### src/hdl/slp_pkg.sv
/*
  Shared constants, carrier types and byte-lane helpers for the serial link
  host register port.
  Assumes one 25 MHz clock and the direct I/O bus handshake held by the host.
*/
package slp_pkg;

  localparam int ADDR_W = 16;
  localparam int DATA_W = 32;
  localparam int BYTE_W = 8;

  // device addresses are strapped per installation; defaults are arbitrary
  localparam logic [15:0] CTRL_ADDR_DEF = 16'h0010;
  localparam logic [15:0] DATA_ADDR_DEF = 16'h0011;

  // control/status field positions: function bits low, status bits high
  localparam int CSR_BCNT_LSB   = 0;
  localparam int CSR_LEN_LSB    = 2;
  localparam int CSR_RSEL_BIT   = 4;
  localparam int CSR_LOOP_BIT   = 5;
  localparam int CSR_DTR_BIT    = 6;
  localparam int CSR_TXBUSY_BIT = 16;
  localparam int CSR_TXDONE_BIT = 17;
  localparam int CSR_CD_BIT     = 18;
  localparam int CSR_RXDONE_BIT = 19;
  localparam int CSR_PAR_BIT    = 20;
  localparam int CSR_OVR_BIT    = 21;
  localparam int CSR_FRM_BIT    = 22;

  localparam logic [31:0] CSR_FUNC_MASK = 32'h0000007F;
  localparam logic [31:0] CSR_RESET     = 32'h00000000;
  localparam logic [31:0] BUF_RESET     = 32'h00000000;

  typedef struct packed {
    logic        req;
    logic        wr;
    logic [15:0] addr;
    logic [31:0] wdata;
  } slp_dio_cmd_t;

  typedef struct packed {
    logic       valid;
    logic [7:0] char;
    logic       parity_err;
    logic       framing_err;
  } slp_rx_char_t;

  typedef enum logic [2:0] {ST_IDLE, ST_SYNC, ST_DECODE, ST_ACT, ST_HOLD} slp_bus_state_t;

  // character slot idx counts from the most significant byte
  function automatic logic [7:0] lane_get(input logic [31:0] w, input logic [1:0] idx);
    lane_get = w[(31 - 8 * int'(idx)) -: 8];
  endfunction

  function automatic logic [31:0] lane_put(input logic [31:0] w, input logic [1:0] idx,
                                           input logic [7:0] b);
    logic [31:0] r;
    r = w;
    r[(31 - 8 * int'(idx)) -: 8] = b;
    lane_put = r;
  endfunction

  // length code 0..3 means 5..8 data bits, kept right-justified
  function automatic logic [7:0] char_mask(input logic [1:0] len);
    char_mask = 8'hFF >> (2'h3 - len);
  endfunction

endpackage

### src/hdl/slp_rx_packer.sv
/*
  Receive character packer: drops each incoming character into the next
  slot of the receive data buffer and pulses when the word is complete.
  Assumes the owner restarts it whenever the byte count may have changed.
*/
`timescale 1ns/1ps
module slp_rx_packer (
  input  wire logic        sys_clk_in,
  input  wire logic        reset_n_in,
  input  wire logic        char_valid_in,
  input  wire logic [7:0]  char_in,
  input  wire logic [1:0]  len_code_in,
  input  wire logic [1:0]  count_code_in,
  input  wire logic        restart_in,
  output logic      [31:0] buf_out,
  output logic             full_out
);

  logic [1:0] slot;
  logic [7:0] masked;
  logic       last_slot;

  assign masked    = char_in & slp_pkg::char_mask(len_code_in);
  // count code n means n+1 characters
  assign last_slot = (slot == count_code_in);

  always_ff @(posedge sys_clk_in or negedge reset_n_in) begin
    if (!reset_n_in) begin
      slot     <= 2'h0;
      buf_out  <= slp_pkg::BUF_RESET;
      full_out <= 1'b0;
    end else begin
      full_out <= 1'b0;
      if (restart_in) begin
        slot <= 2'h0;
      end else if (char_valid_in) begin
        buf_out  <= slp_pkg::lane_put(buf_out, slot, masked);
        slot     <= last_slot ? 2'h0 : slot + 2'h1;
        full_out <= last_slot;
      end
    end
  end

  AST_RX_FULL: assert property (@(posedge sys_clk_in) disable iff (!reset_n_in)
    (char_valid_in && !restart_in && last_slot) |=> (full_out && slot == 2'h0))
    else $error("receive word not completed at byte count");

  AST_RX_JUSTIFY: assert property (@(posedge sys_clk_in) disable iff (!reset_n_in)
    (char_valid_in && !restart_in && len_code_in == 2'h0) |=>
      (slp_pkg::lane_get(buf_out, $past(slot)) & 8'hE0) == 8'h00)
    else $error("short character not right-justified");

endmodule

### src/hdl/slp_host_port.sv
/*
  Host register port of the serial link peripheral on the direct I/O bus:
  control/status, transmit data and receive data registers behind two
  device addresses, plus the character feed to the transmitter.
  Assumes the host holds req, addr, wr and wdata until ack, then drops req.
*/
`timescale 1ns/1ps
module slp_host_port #(
  parameter logic [15:0] CTRL_ADDR = slp_pkg::CTRL_ADDR_DEF,
  parameter logic [15:0] DATA_ADDR = slp_pkg::DATA_ADDR_DEF
) (
  input  wire logic                  sys_clk_in,
  input  wire logic                  reset_n_in,
  input  wire slp_pkg::slp_dio_cmd_t dio_cmd_in,
  output logic                       dio_ack_out,
  output logic                [31:0] dio_rdata_out,
  output logic                       dio_data_oe_out,
  output logic                 [7:0] tx_char_out,
  output logic                       tx_valid_out,
  input  wire logic                  tx_ready_in,
  input  wire slp_pkg::slp_rx_char_t rx_char_in,
  input  wire logic                  carrier_detect_in,
  output logic                       dtr_out
);

  slp_pkg::slp_bus_state_t st;
  slp_pkg::slp_dio_cmd_t   cmd_q;

  logic        is_ctrl;
  logic [31:0] csr_func;
  logic [31:0] tx_buf;
  logic [31:0] rx_buf;
  logic [1:0]  tx_idx;
  logic        tx_pend;
  logic        tx_busy;
  logic        tx_done;
  logic        rx_done;
  logic        par_err;
  logic        ovr_err;
  logic        frm_err;

  logic        cmd_hit;
  logic        ctrl_wr_stb;
  logic        ctrl_rd_stb;
  logic        data_wr_stb;
  logic        data_rd_stb;
  logic [1:0]  bcnt;
  logic [1:0]  len_code;
  logic        read_select_bit;
  logic        loop_en;
  logic [31:0] csr_word;
  logic [31:0] rd_word;
  logic        tx_ready_eff;
  logic        tx_take;
  logic        tx_last;
  logic        next_tx_pend;
  logic        pk_valid;
  logic [7:0]  pk_char;
  logic        pk_full;
  logic        rx_ext_ok;
  logic        rx_clear;

  assign cmd_hit = dio_cmd_in.req &&
                   (dio_cmd_in.addr == CTRL_ADDR || dio_cmd_in.addr == DATA_ADDR);

  assign ctrl_wr_stb = (st == slp_pkg::ST_ACT) && is_ctrl && cmd_q.wr;
  assign ctrl_rd_stb = (st == slp_pkg::ST_ACT) && is_ctrl && !cmd_q.wr;
  assign data_wr_stb = (st == slp_pkg::ST_ACT) && !is_ctrl && cmd_q.wr;
  assign data_rd_stb = (st == slp_pkg::ST_ACT) && !is_ctrl && !cmd_q.wr;

  // byte count field steers both buffers
  assign bcnt            = csr_func[slp_pkg::CSR_BCNT_LSB +: 2];
  assign len_code        = csr_func[slp_pkg::CSR_LEN_LSB +: 2];
  assign read_select_bit = csr_func[slp_pkg::CSR_RSEL_BIT];
  assign loop_en         = csr_func[slp_pkg::CSR_LOOP_BIT];

  // software function bits beside live status
  assign csr_word = csr_func |
                    (32'(tx_busy)           << slp_pkg::CSR_TXBUSY_BIT) |
                    (32'(tx_done)           << slp_pkg::CSR_TXDONE_BIT) |
                    (32'(carrier_detect_in) << slp_pkg::CSR_CD_BIT) |
                    (32'(rx_done)           << slp_pkg::CSR_RXDONE_BIT) |
                    (32'(par_err)           << slp_pkg::CSR_PAR_BIT) |
                    (32'(ovr_err)           << slp_pkg::CSR_OVR_BIT) |
                    (32'(frm_err)           << slp_pkg::CSR_FRM_BIT);

  assign rd_word = is_ctrl ? csr_word : (read_select_bit ? tx_buf : rx_buf);

  // in loop-back tx_valid_out stays low (tx_char_out still carries each character) and characters go straight in
  assign tx_ready_eff = loop_en || tx_ready_in;
  assign tx_take      = tx_pend && tx_ready_eff;
  // last of one to four characters
  assign tx_last      = (tx_idx == bcnt);
  assign next_tx_pend = data_wr_stb ? 1'b0 :
                        (tx_pend && !tx_take) || (tx_busy && !tx_pend && !tx_take);

  // loop-back makes the receive buffer host writable
  assign pk_valid  = loop_en ? tx_take : rx_char_in.valid;
  assign pk_char   = loop_en ? tx_char_out : rx_char_in.char;
  assign rx_ext_ok = rx_char_in.valid && !loop_en;
  // receive flags hold until the host reads the buffer
  assign rx_clear  = data_rd_stb && !read_select_bit;

  always_ff @(posedge sys_clk_in or negedge reset_n_in) begin
    if (!reset_n_in) begin
      st      <= slp_pkg::ST_IDLE;
      cmd_q   <= '0;
      is_ctrl <= 1'b0;
    end else begin
      unique case (st)
        slp_pkg::ST_IDLE: begin
          if (cmd_hit) begin
            cmd_q <= dio_cmd_in;
            st    <= slp_pkg::ST_SYNC;
          end
        end
        slp_pkg::ST_SYNC: begin
          st <= slp_pkg::ST_DECODE;
        end
        slp_pkg::ST_DECODE: begin
          is_ctrl <= (cmd_q.addr == CTRL_ADDR);
          st      <= slp_pkg::ST_ACT;
        end
        slp_pkg::ST_ACT: begin
          st <= slp_pkg::ST_HOLD;
        end
        slp_pkg::ST_HOLD: begin
          if (!dio_cmd_in.req) begin
            st <= slp_pkg::ST_IDLE;
          end
        end
      endcase
    end
  end

  // drive data and ack, release once req drops
  always_ff @(posedge sys_clk_in or negedge reset_n_in) begin
    if (!reset_n_in) begin
      dio_ack_out     <= 1'b0;
      dio_data_oe_out <= 1'b0;
      dio_rdata_out   <= 32'h00000000;
    end else if (st == slp_pkg::ST_ACT) begin
      dio_ack_out     <= 1'b1;
      dio_data_oe_out <= !cmd_q.wr;
      dio_rdata_out   <= cmd_q.wr ? 32'h00000000 : rd_word;
    end else if (st == slp_pkg::ST_HOLD && !dio_cmd_in.req) begin
      dio_ack_out     <= 1'b0;
      dio_data_oe_out <= 1'b0;
      dio_rdata_out   <= 32'h00000000;
    end
  end

  // control write loads function bits only
  always_ff @(posedge sys_clk_in or negedge reset_n_in) begin
    if (!reset_n_in) begin
      csr_func <= slp_pkg::CSR_RESET;
      dtr_out  <= 1'b0;
    end else if (ctrl_wr_stb) begin
      csr_func <= cmd_q.wdata & slp_pkg::CSR_FUNC_MASK;
      dtr_out  <= cmd_q.wdata[slp_pkg::CSR_DTR_BIT];
    end
  end

  // feed buffered characters to the transmitter
  always_ff @(posedge sys_clk_in or negedge reset_n_in) begin
    if (!reset_n_in) begin
      tx_buf       <= slp_pkg::BUF_RESET;
      tx_idx       <= 2'h0;
      tx_pend      <= 1'b0;
      tx_busy      <= 1'b0;
      tx_done      <= 1'b0;
      tx_char_out  <= 8'h00;
      tx_valid_out <= 1'b0;
    end else begin
      tx_pend      <= next_tx_pend;
      tx_valid_out <= next_tx_pend && !loop_en;
      if (data_wr_stb) begin
        tx_buf  <= cmd_q.wdata;
        tx_idx  <= 2'h0;
        tx_busy <= 1'b1;
        tx_done <= 1'b0;
      end else if (tx_take) begin
        tx_idx <= tx_idx + 2'h1;
        if (tx_last) begin
          tx_busy <= 1'b0;
          tx_done <= 1'b1;
          tx_idx  <= 2'h0;
        end
      end
      if (tx_busy && !tx_pend && !data_wr_stb) begin
        tx_char_out <= slp_pkg::lane_get(tx_buf, tx_idx) & slp_pkg::char_mask(len_code);
      end
    end
  end

  // errors follow the receiver (overrun also loop-back data writes), never control writes
  always_ff @(posedge sys_clk_in or negedge reset_n_in) begin
    if (!reset_n_in) begin
      rx_done <= 1'b0;
      par_err <= 1'b0;
      ovr_err <= 1'b0;
      frm_err <= 1'b0;
    end else begin
      // a set in the same cycle as the clearing read wins, except for overrun, which the clearing read blocks
      rx_done <= pk_full || (rx_done && !rx_clear);
      par_err <= (rx_ext_ok && rx_char_in.parity_err) || (par_err && !rx_clear);
      frm_err <= (rx_ext_ok && rx_char_in.framing_err) || (frm_err && !rx_clear);
      ovr_err <= (pk_valid && rx_done && !rx_clear) || (ovr_err && !rx_clear);
    end
  end

  slp_rx_packer u_rx_packer (
    .sys_clk_in    (sys_clk_in),
    .reset_n_in    (reset_n_in),
    .char_valid_in (pk_valid),
    .char_in       (pk_char),
    .len_code_in   (len_code),
    .count_code_in (bcnt),
    .restart_in    (ctrl_wr_stb),
    .buf_out       (rx_buf),
    .full_out      (pk_full)
  );

  AST_ACK_TIME: assert property (@(posedge sys_clk_in) disable iff (!reset_n_in)
    (st == slp_pkg::ST_IDLE && cmd_hit) |-> !dio_ack_out ##4 dio_ack_out)
    else $error("ack not four cycles after hit");

  AST_FOREIGN: assert property (@(posedge sys_clk_in) disable iff (!reset_n_in)
    (st == slp_pkg::ST_IDLE && dio_cmd_in.req && !cmd_hit) |=>
      (st == slp_pkg::ST_IDLE && !dio_ack_out && !dio_data_oe_out && $stable(csr_func)))
    else $error("foreign address touched the port");

  AST_RELEASE: assert property (@(posedge sys_clk_in) disable iff (!reset_n_in)
    (dio_ack_out && !dio_cmd_in.req) |=> (!dio_ack_out && !dio_data_oe_out))
    else $error("bus not released after req drop");

  AST_CSR_WRITE: assert property (@(posedge sys_clk_in) disable iff (!reset_n_in)
    ctrl_wr_stb |=> csr_func == ($past(cmd_q.wdata) & slp_pkg::CSR_FUNC_MASK))
    else $error("control write not loaded");

  AST_ERR_KEEP: assert property (@(posedge sys_clk_in) disable iff (!reset_n_in)
    (ctrl_wr_stb && !rx_char_in.valid && !pk_valid) |=>
      {par_err, frm_err, ovr_err} == $past({par_err, frm_err, ovr_err}))
    else $error("host write changed error flags");

  AST_TX_LOAD: assert property (@(posedge sys_clk_in) disable iff (!reset_n_in)
    data_wr_stb |=> (tx_buf == $past(cmd_q.wdata) && tx_busy && tx_idx == 2'h0))
    else $error("data write not loaded");

  AST_CSR_READ: assert property (@(posedge sys_clk_in) disable iff (!reset_n_in)
    ctrl_rd_stb |=> (dio_rdata_out == $past(csr_word) && dio_data_oe_out))
    else $error("control read wrong");

  AST_DATA_READ: assert property (@(posedge sys_clk_in) disable iff (!reset_n_in)
    data_rd_stb |=>
      dio_rdata_out == ($past(read_select_bit) ? $past(tx_buf) : $past(rx_buf)))
    else $error("data read picked wrong buffer");

  AST_TX_END: assert property (@(posedge sys_clk_in) disable iff (!reset_n_in)
    (tx_take && tx_last && !data_wr_stb) |=> (!tx_busy && tx_done))
    else $error("send did not end at byte count");

  COV_CTRL_WR: cover property (@(posedge sys_clk_in) disable iff (!reset_n_in)
    ctrl_wr_stb ##1 dio_ack_out);
  COV_TX_READBACK: cover property (@(posedge sys_clk_in) disable iff (!reset_n_in)
    data_rd_stb && read_select_bit);
  COV_RX_FULL: cover property (@(posedge sys_clk_in) disable iff (!reset_n_in)
    pk_full ##[1:40] rx_clear);
  COV_LOOP: cover property (@(posedge sys_clk_in) disable iff (!reset_n_in)
    loop_en && tx_take && tx_last);

endmodule

### config.mk
export PLATFORM = sky130hd
export DESIGN_NAME = slp_host_port
export DESIGN_NICKNAME = d
export VERILOG_FILES = /design/src/hdl/slp_pkg.sv /design/src/hdl/slp_rx_packer.sv /design/src/hdl/slp_host_port.sv
export SDC_FILE = /design/constraint.sdc
export NUM_CORES = 1
export LEC_CHECK = 0
export ABC_AREA = 0
export BUFFER_PORTS_ARGS = -buffer_cell sky130_fd_sc_hd__buf_2
export CAP_MARGIN = 20
export CORE_MARGIN = 3
export CORE_UTILIZATION = 47
export CTS_BUF_LIST = sky130_fd_sc_hd__clkbuf_16
export CTS_CLUSTER_DIAMETER = 120
export DETAILED_ROUTE_END_ITERATION = 10
export GPL_ROUTABILITY_DRIVEN = 1
export HOLD_SLACK_MARGIN = 0.12
export PLACE_DENSITY_LB_ADDON = 0.1
export SYNTH_ARGS = -nofsm -noshare
export SYNTH_HDL_FRONTEND = slang
export SYNTH_SLANG_ARGS = --single-unit
### constraint.sdc
create_clock -name sys_clk_in -period 2.17 [get_ports sys_clk_in]
set_input_delay 0.3255 -clock sys_clk_in [delete_from_list [all_inputs] [get_ports sys_clk_in]]
set_output_delay 0.3255 -clock sys_clk_in [all_outputs]
set_load 0.005 [all_outputs]
==> metrics.txt <==
status completed; all-layer global routing usage 21.37%; pre-CTS WS between 0.1 and 0.15 ns; Crit Path Category flop to flop; Horiz. Die Dim 134.5 µm; number of global-route vias before repair between 5000 and 6000; FFs w/ async S/R, synth 100.0%; Starting Density around half; placed inst area 0.008657 mm²; Post-synth top cells dfrtp_1 (179), nand2_1 (79), mux2_2 (48), o21ai_0 (43), mux2i_1 (36); 1st-iter DRT viols 321; Routed WL between 15000 and 20000 µm; synthesized flop and latch total between 150 and 200; setup violators final 0; Bufs on Longest Clock Path 2; TritonCTS clock tree yes; Syn Inst Count 598; Tmin final 1.897 ns; Slew headroom 49.34%; layout cell share with drive strength beyond 1 between 30 and 40%; top_reg_cell synth dfrtp_1; most common cell in the netlist dfrtp_1; hold depth 2; Synthesis Warnings 0; Synth area leader dfrtp_1; Fill cells 1321; # port buffers approximately 110; core area 0.01600 mm²; Post-layout nets 807; initial antenna violation count 0; Worst-path clk slew 0.06 ns; clk sinks 179; Layout Cell Area excl Fill around 0.0095 mm²; Die H 134.5 µm; synth-to-layout area growth 22.37%; Detailed Routing Iterations Pass 1 5; IR drop worst, VDD 0.5334 mV; Worst Path Max Fanout 11; Final period util 87.43%; WL per Instance 19.26 µm; Clk Latency, worst-skew pair 0.43 ns; ANT cells 0; syn nets 667; drt via density 5.365; MaxCap Viol Count 0; area share of the largest cell type after synthesis 57.70%; Post-Syn Area 0.007762 mm²; DP HPWL ~14000 µm; first-pass GRT wire length roughly 30000 µm; crit path DAT 2.21 ns; Final Skew 0.007029 ns; Site Rows 46; largest net degree at the start of global routing 59; Via Count 5183; Worst Max-Slew Pin Slew 0.7519 ns; clock root buffer clkbuf_16; worst reg2reg path depth 3; setup ws final 0.2728 ns; Post-DRT Antenna Nets 0; Fin. Hold Viols 0; CP Launch Type flop; Synth area leaders dfrtp_1 (58%), mux2_2 (7.0%), mux2_4 (6.6%); DRC 0; register area share after synthesis 57.70%; die area approximately 0.018 mm²; GP Congestion 0.8604; Netlist cell types 50; RSZ-0062 raised after global routing false; Required @ worst endpoint 2.48 ns; worst hold path type primary input to flop; total CTS buffers 17; fin. max-slew vios 0; Fmax achieved roughly 530 MHz; Worst Setup End Kind flop; H-tree depth 4; Overflow after GRT 0; mean post-synth cell area 12.98 µm²; number of enable flip-flop cells after synthesis 0; Leak about 4.6 nW; power density cells 877.5 mW/mm²; IO Pins roughly 110; TNS Setup 0 ns; Post-CTS Setup Inserts 0
==> timing repair <==
item                      in CTS  in global routing
hold buffers                  20                  2
resized for setup              0                  0
hold endpoints to repair      51                  2
==> flip-flops by register name, indices dropped and copies added (netlist names), 2 cells and up <==
register and cells:
csr_func 6, tx_char_out 8, st 3, tx_idx 2, tx_buf 32, cmd_q 49, dio_rdata_out 32, u_rx_packer.buf_out 32
u_rx_packer.slot 2
==> through the flow <==
step | cells | util (%) | power [mW] | hold slack (ns)
2_1_floorplan | 598 | - | 4.554 | 0.02991
3_3_place_gp | 913 | 54.11 | 5.084 | 0.2595
3_5_place_dp | 913 | 54.11 | 5.134 | 0.2576
4_1_cts | 964 | 59.24 | 8.422 | 0.1204
5_1_grt | 966 | 59.37 | 8.738 | 0.1208
6_report | 966 | 59.37 | 8.336 | 0.1298
==> metal layers <==
| metal | vias up | GRT usage, % | wire length [µm] |
|---|---|---|---|
| met1 | 2586 | 31.18 | 8755 |
| met2 | 143 | 32.37 | 8539 |
| met4 | 0 | 6.561 | 329 |
| li1 | 2433 | - | - |
| met5 | - | 0 | 0 |
| met3 | 21 | 4.657 | 983 |
==> critical path, stage by stage (launching register included) <==
cell and delay [ns]:
dfrtp_1 0.47, and3b_1 0.28, a311o_1 0.61, mux2_2 0.40
==> placed cells by master (no fill, tap or decap), types with 6 or more instances in the layout <==
cell type      instances
a21oi_1                6
inv_1                  9
o31ai_1               33
dfrtp_1              179
buf_4                 20
buf_2                107
nand2_1               79
clkbuf_16             17
and2_1                14
mux2i_1               36
nor2_1                11
dlygate4sd3_1         22
mux2_4                34
mux4_2                 8
o21ai_0               43
a22o_1                16
mux2_2                48
==> worst paths after layout <==
| path | startpoint | end | slack [ns] |
|---|---|---|---|
| setup / recovery | st[0]$_DFFE_PN0P_ | tx_char_out[4]$_DFFE_PN0P_ | 0.27 |
| hold / removal | rx_char_in[1] | par_err$_DFF_PN0_ | 0.13 |
| setup reg to reg | st[0]$_DFFE_PN0P_ | tx_char_out[4]$_DFFE_PN0P_ | 0.27 |
| hold reg to reg | u_rx_packer.full_out$_DFF_PN0_ | rx_done$_DFF_PN0_ | 0.43 |
| max in group asynchronous | reset_n_in | par_err$_DFF_PN0_ | 1.02 |
| min in group asynchronous | reset_n_in | u_rx_packer.buf_out[28]$_DFFE_PN0P_ | 0.38 |
==> cell type report <==
class	count	area, µm²	area share (%)
multi-input combinational	379	3088	32.51
clock buffer	17	425.4	4.478
clock inverter	14	196.4	2.068
inverter	6	22.52	0.2371
sequential	179	4479	47.15
timing repair buffer	155	1017	10.71
tap	216	270.3	2.845
==> kinds of logic (layout without fill, tap and decap cells) <==
group	count (synthesis)	after routing	synth area share, %
fa+ha+maj	4	4	0.6448
xor+xnor	6	6	0.6770
compound gates	112	112	9.559
simple gates	131	131	8.236
flops	179	179	57.70
mux	126	126	20.50
buf+inv	40	192	2.675
==> where the power goes <==
group | internal [mW] | total (mW) | switching [mW]
clock network | 2.01 | 3.26 | 1.24
registers | 3.67 | 3.88 | 0.213
logic | 0.544 | 1.19 | 0.648
No activity file was read; power rests on OpenSTA's default activity.
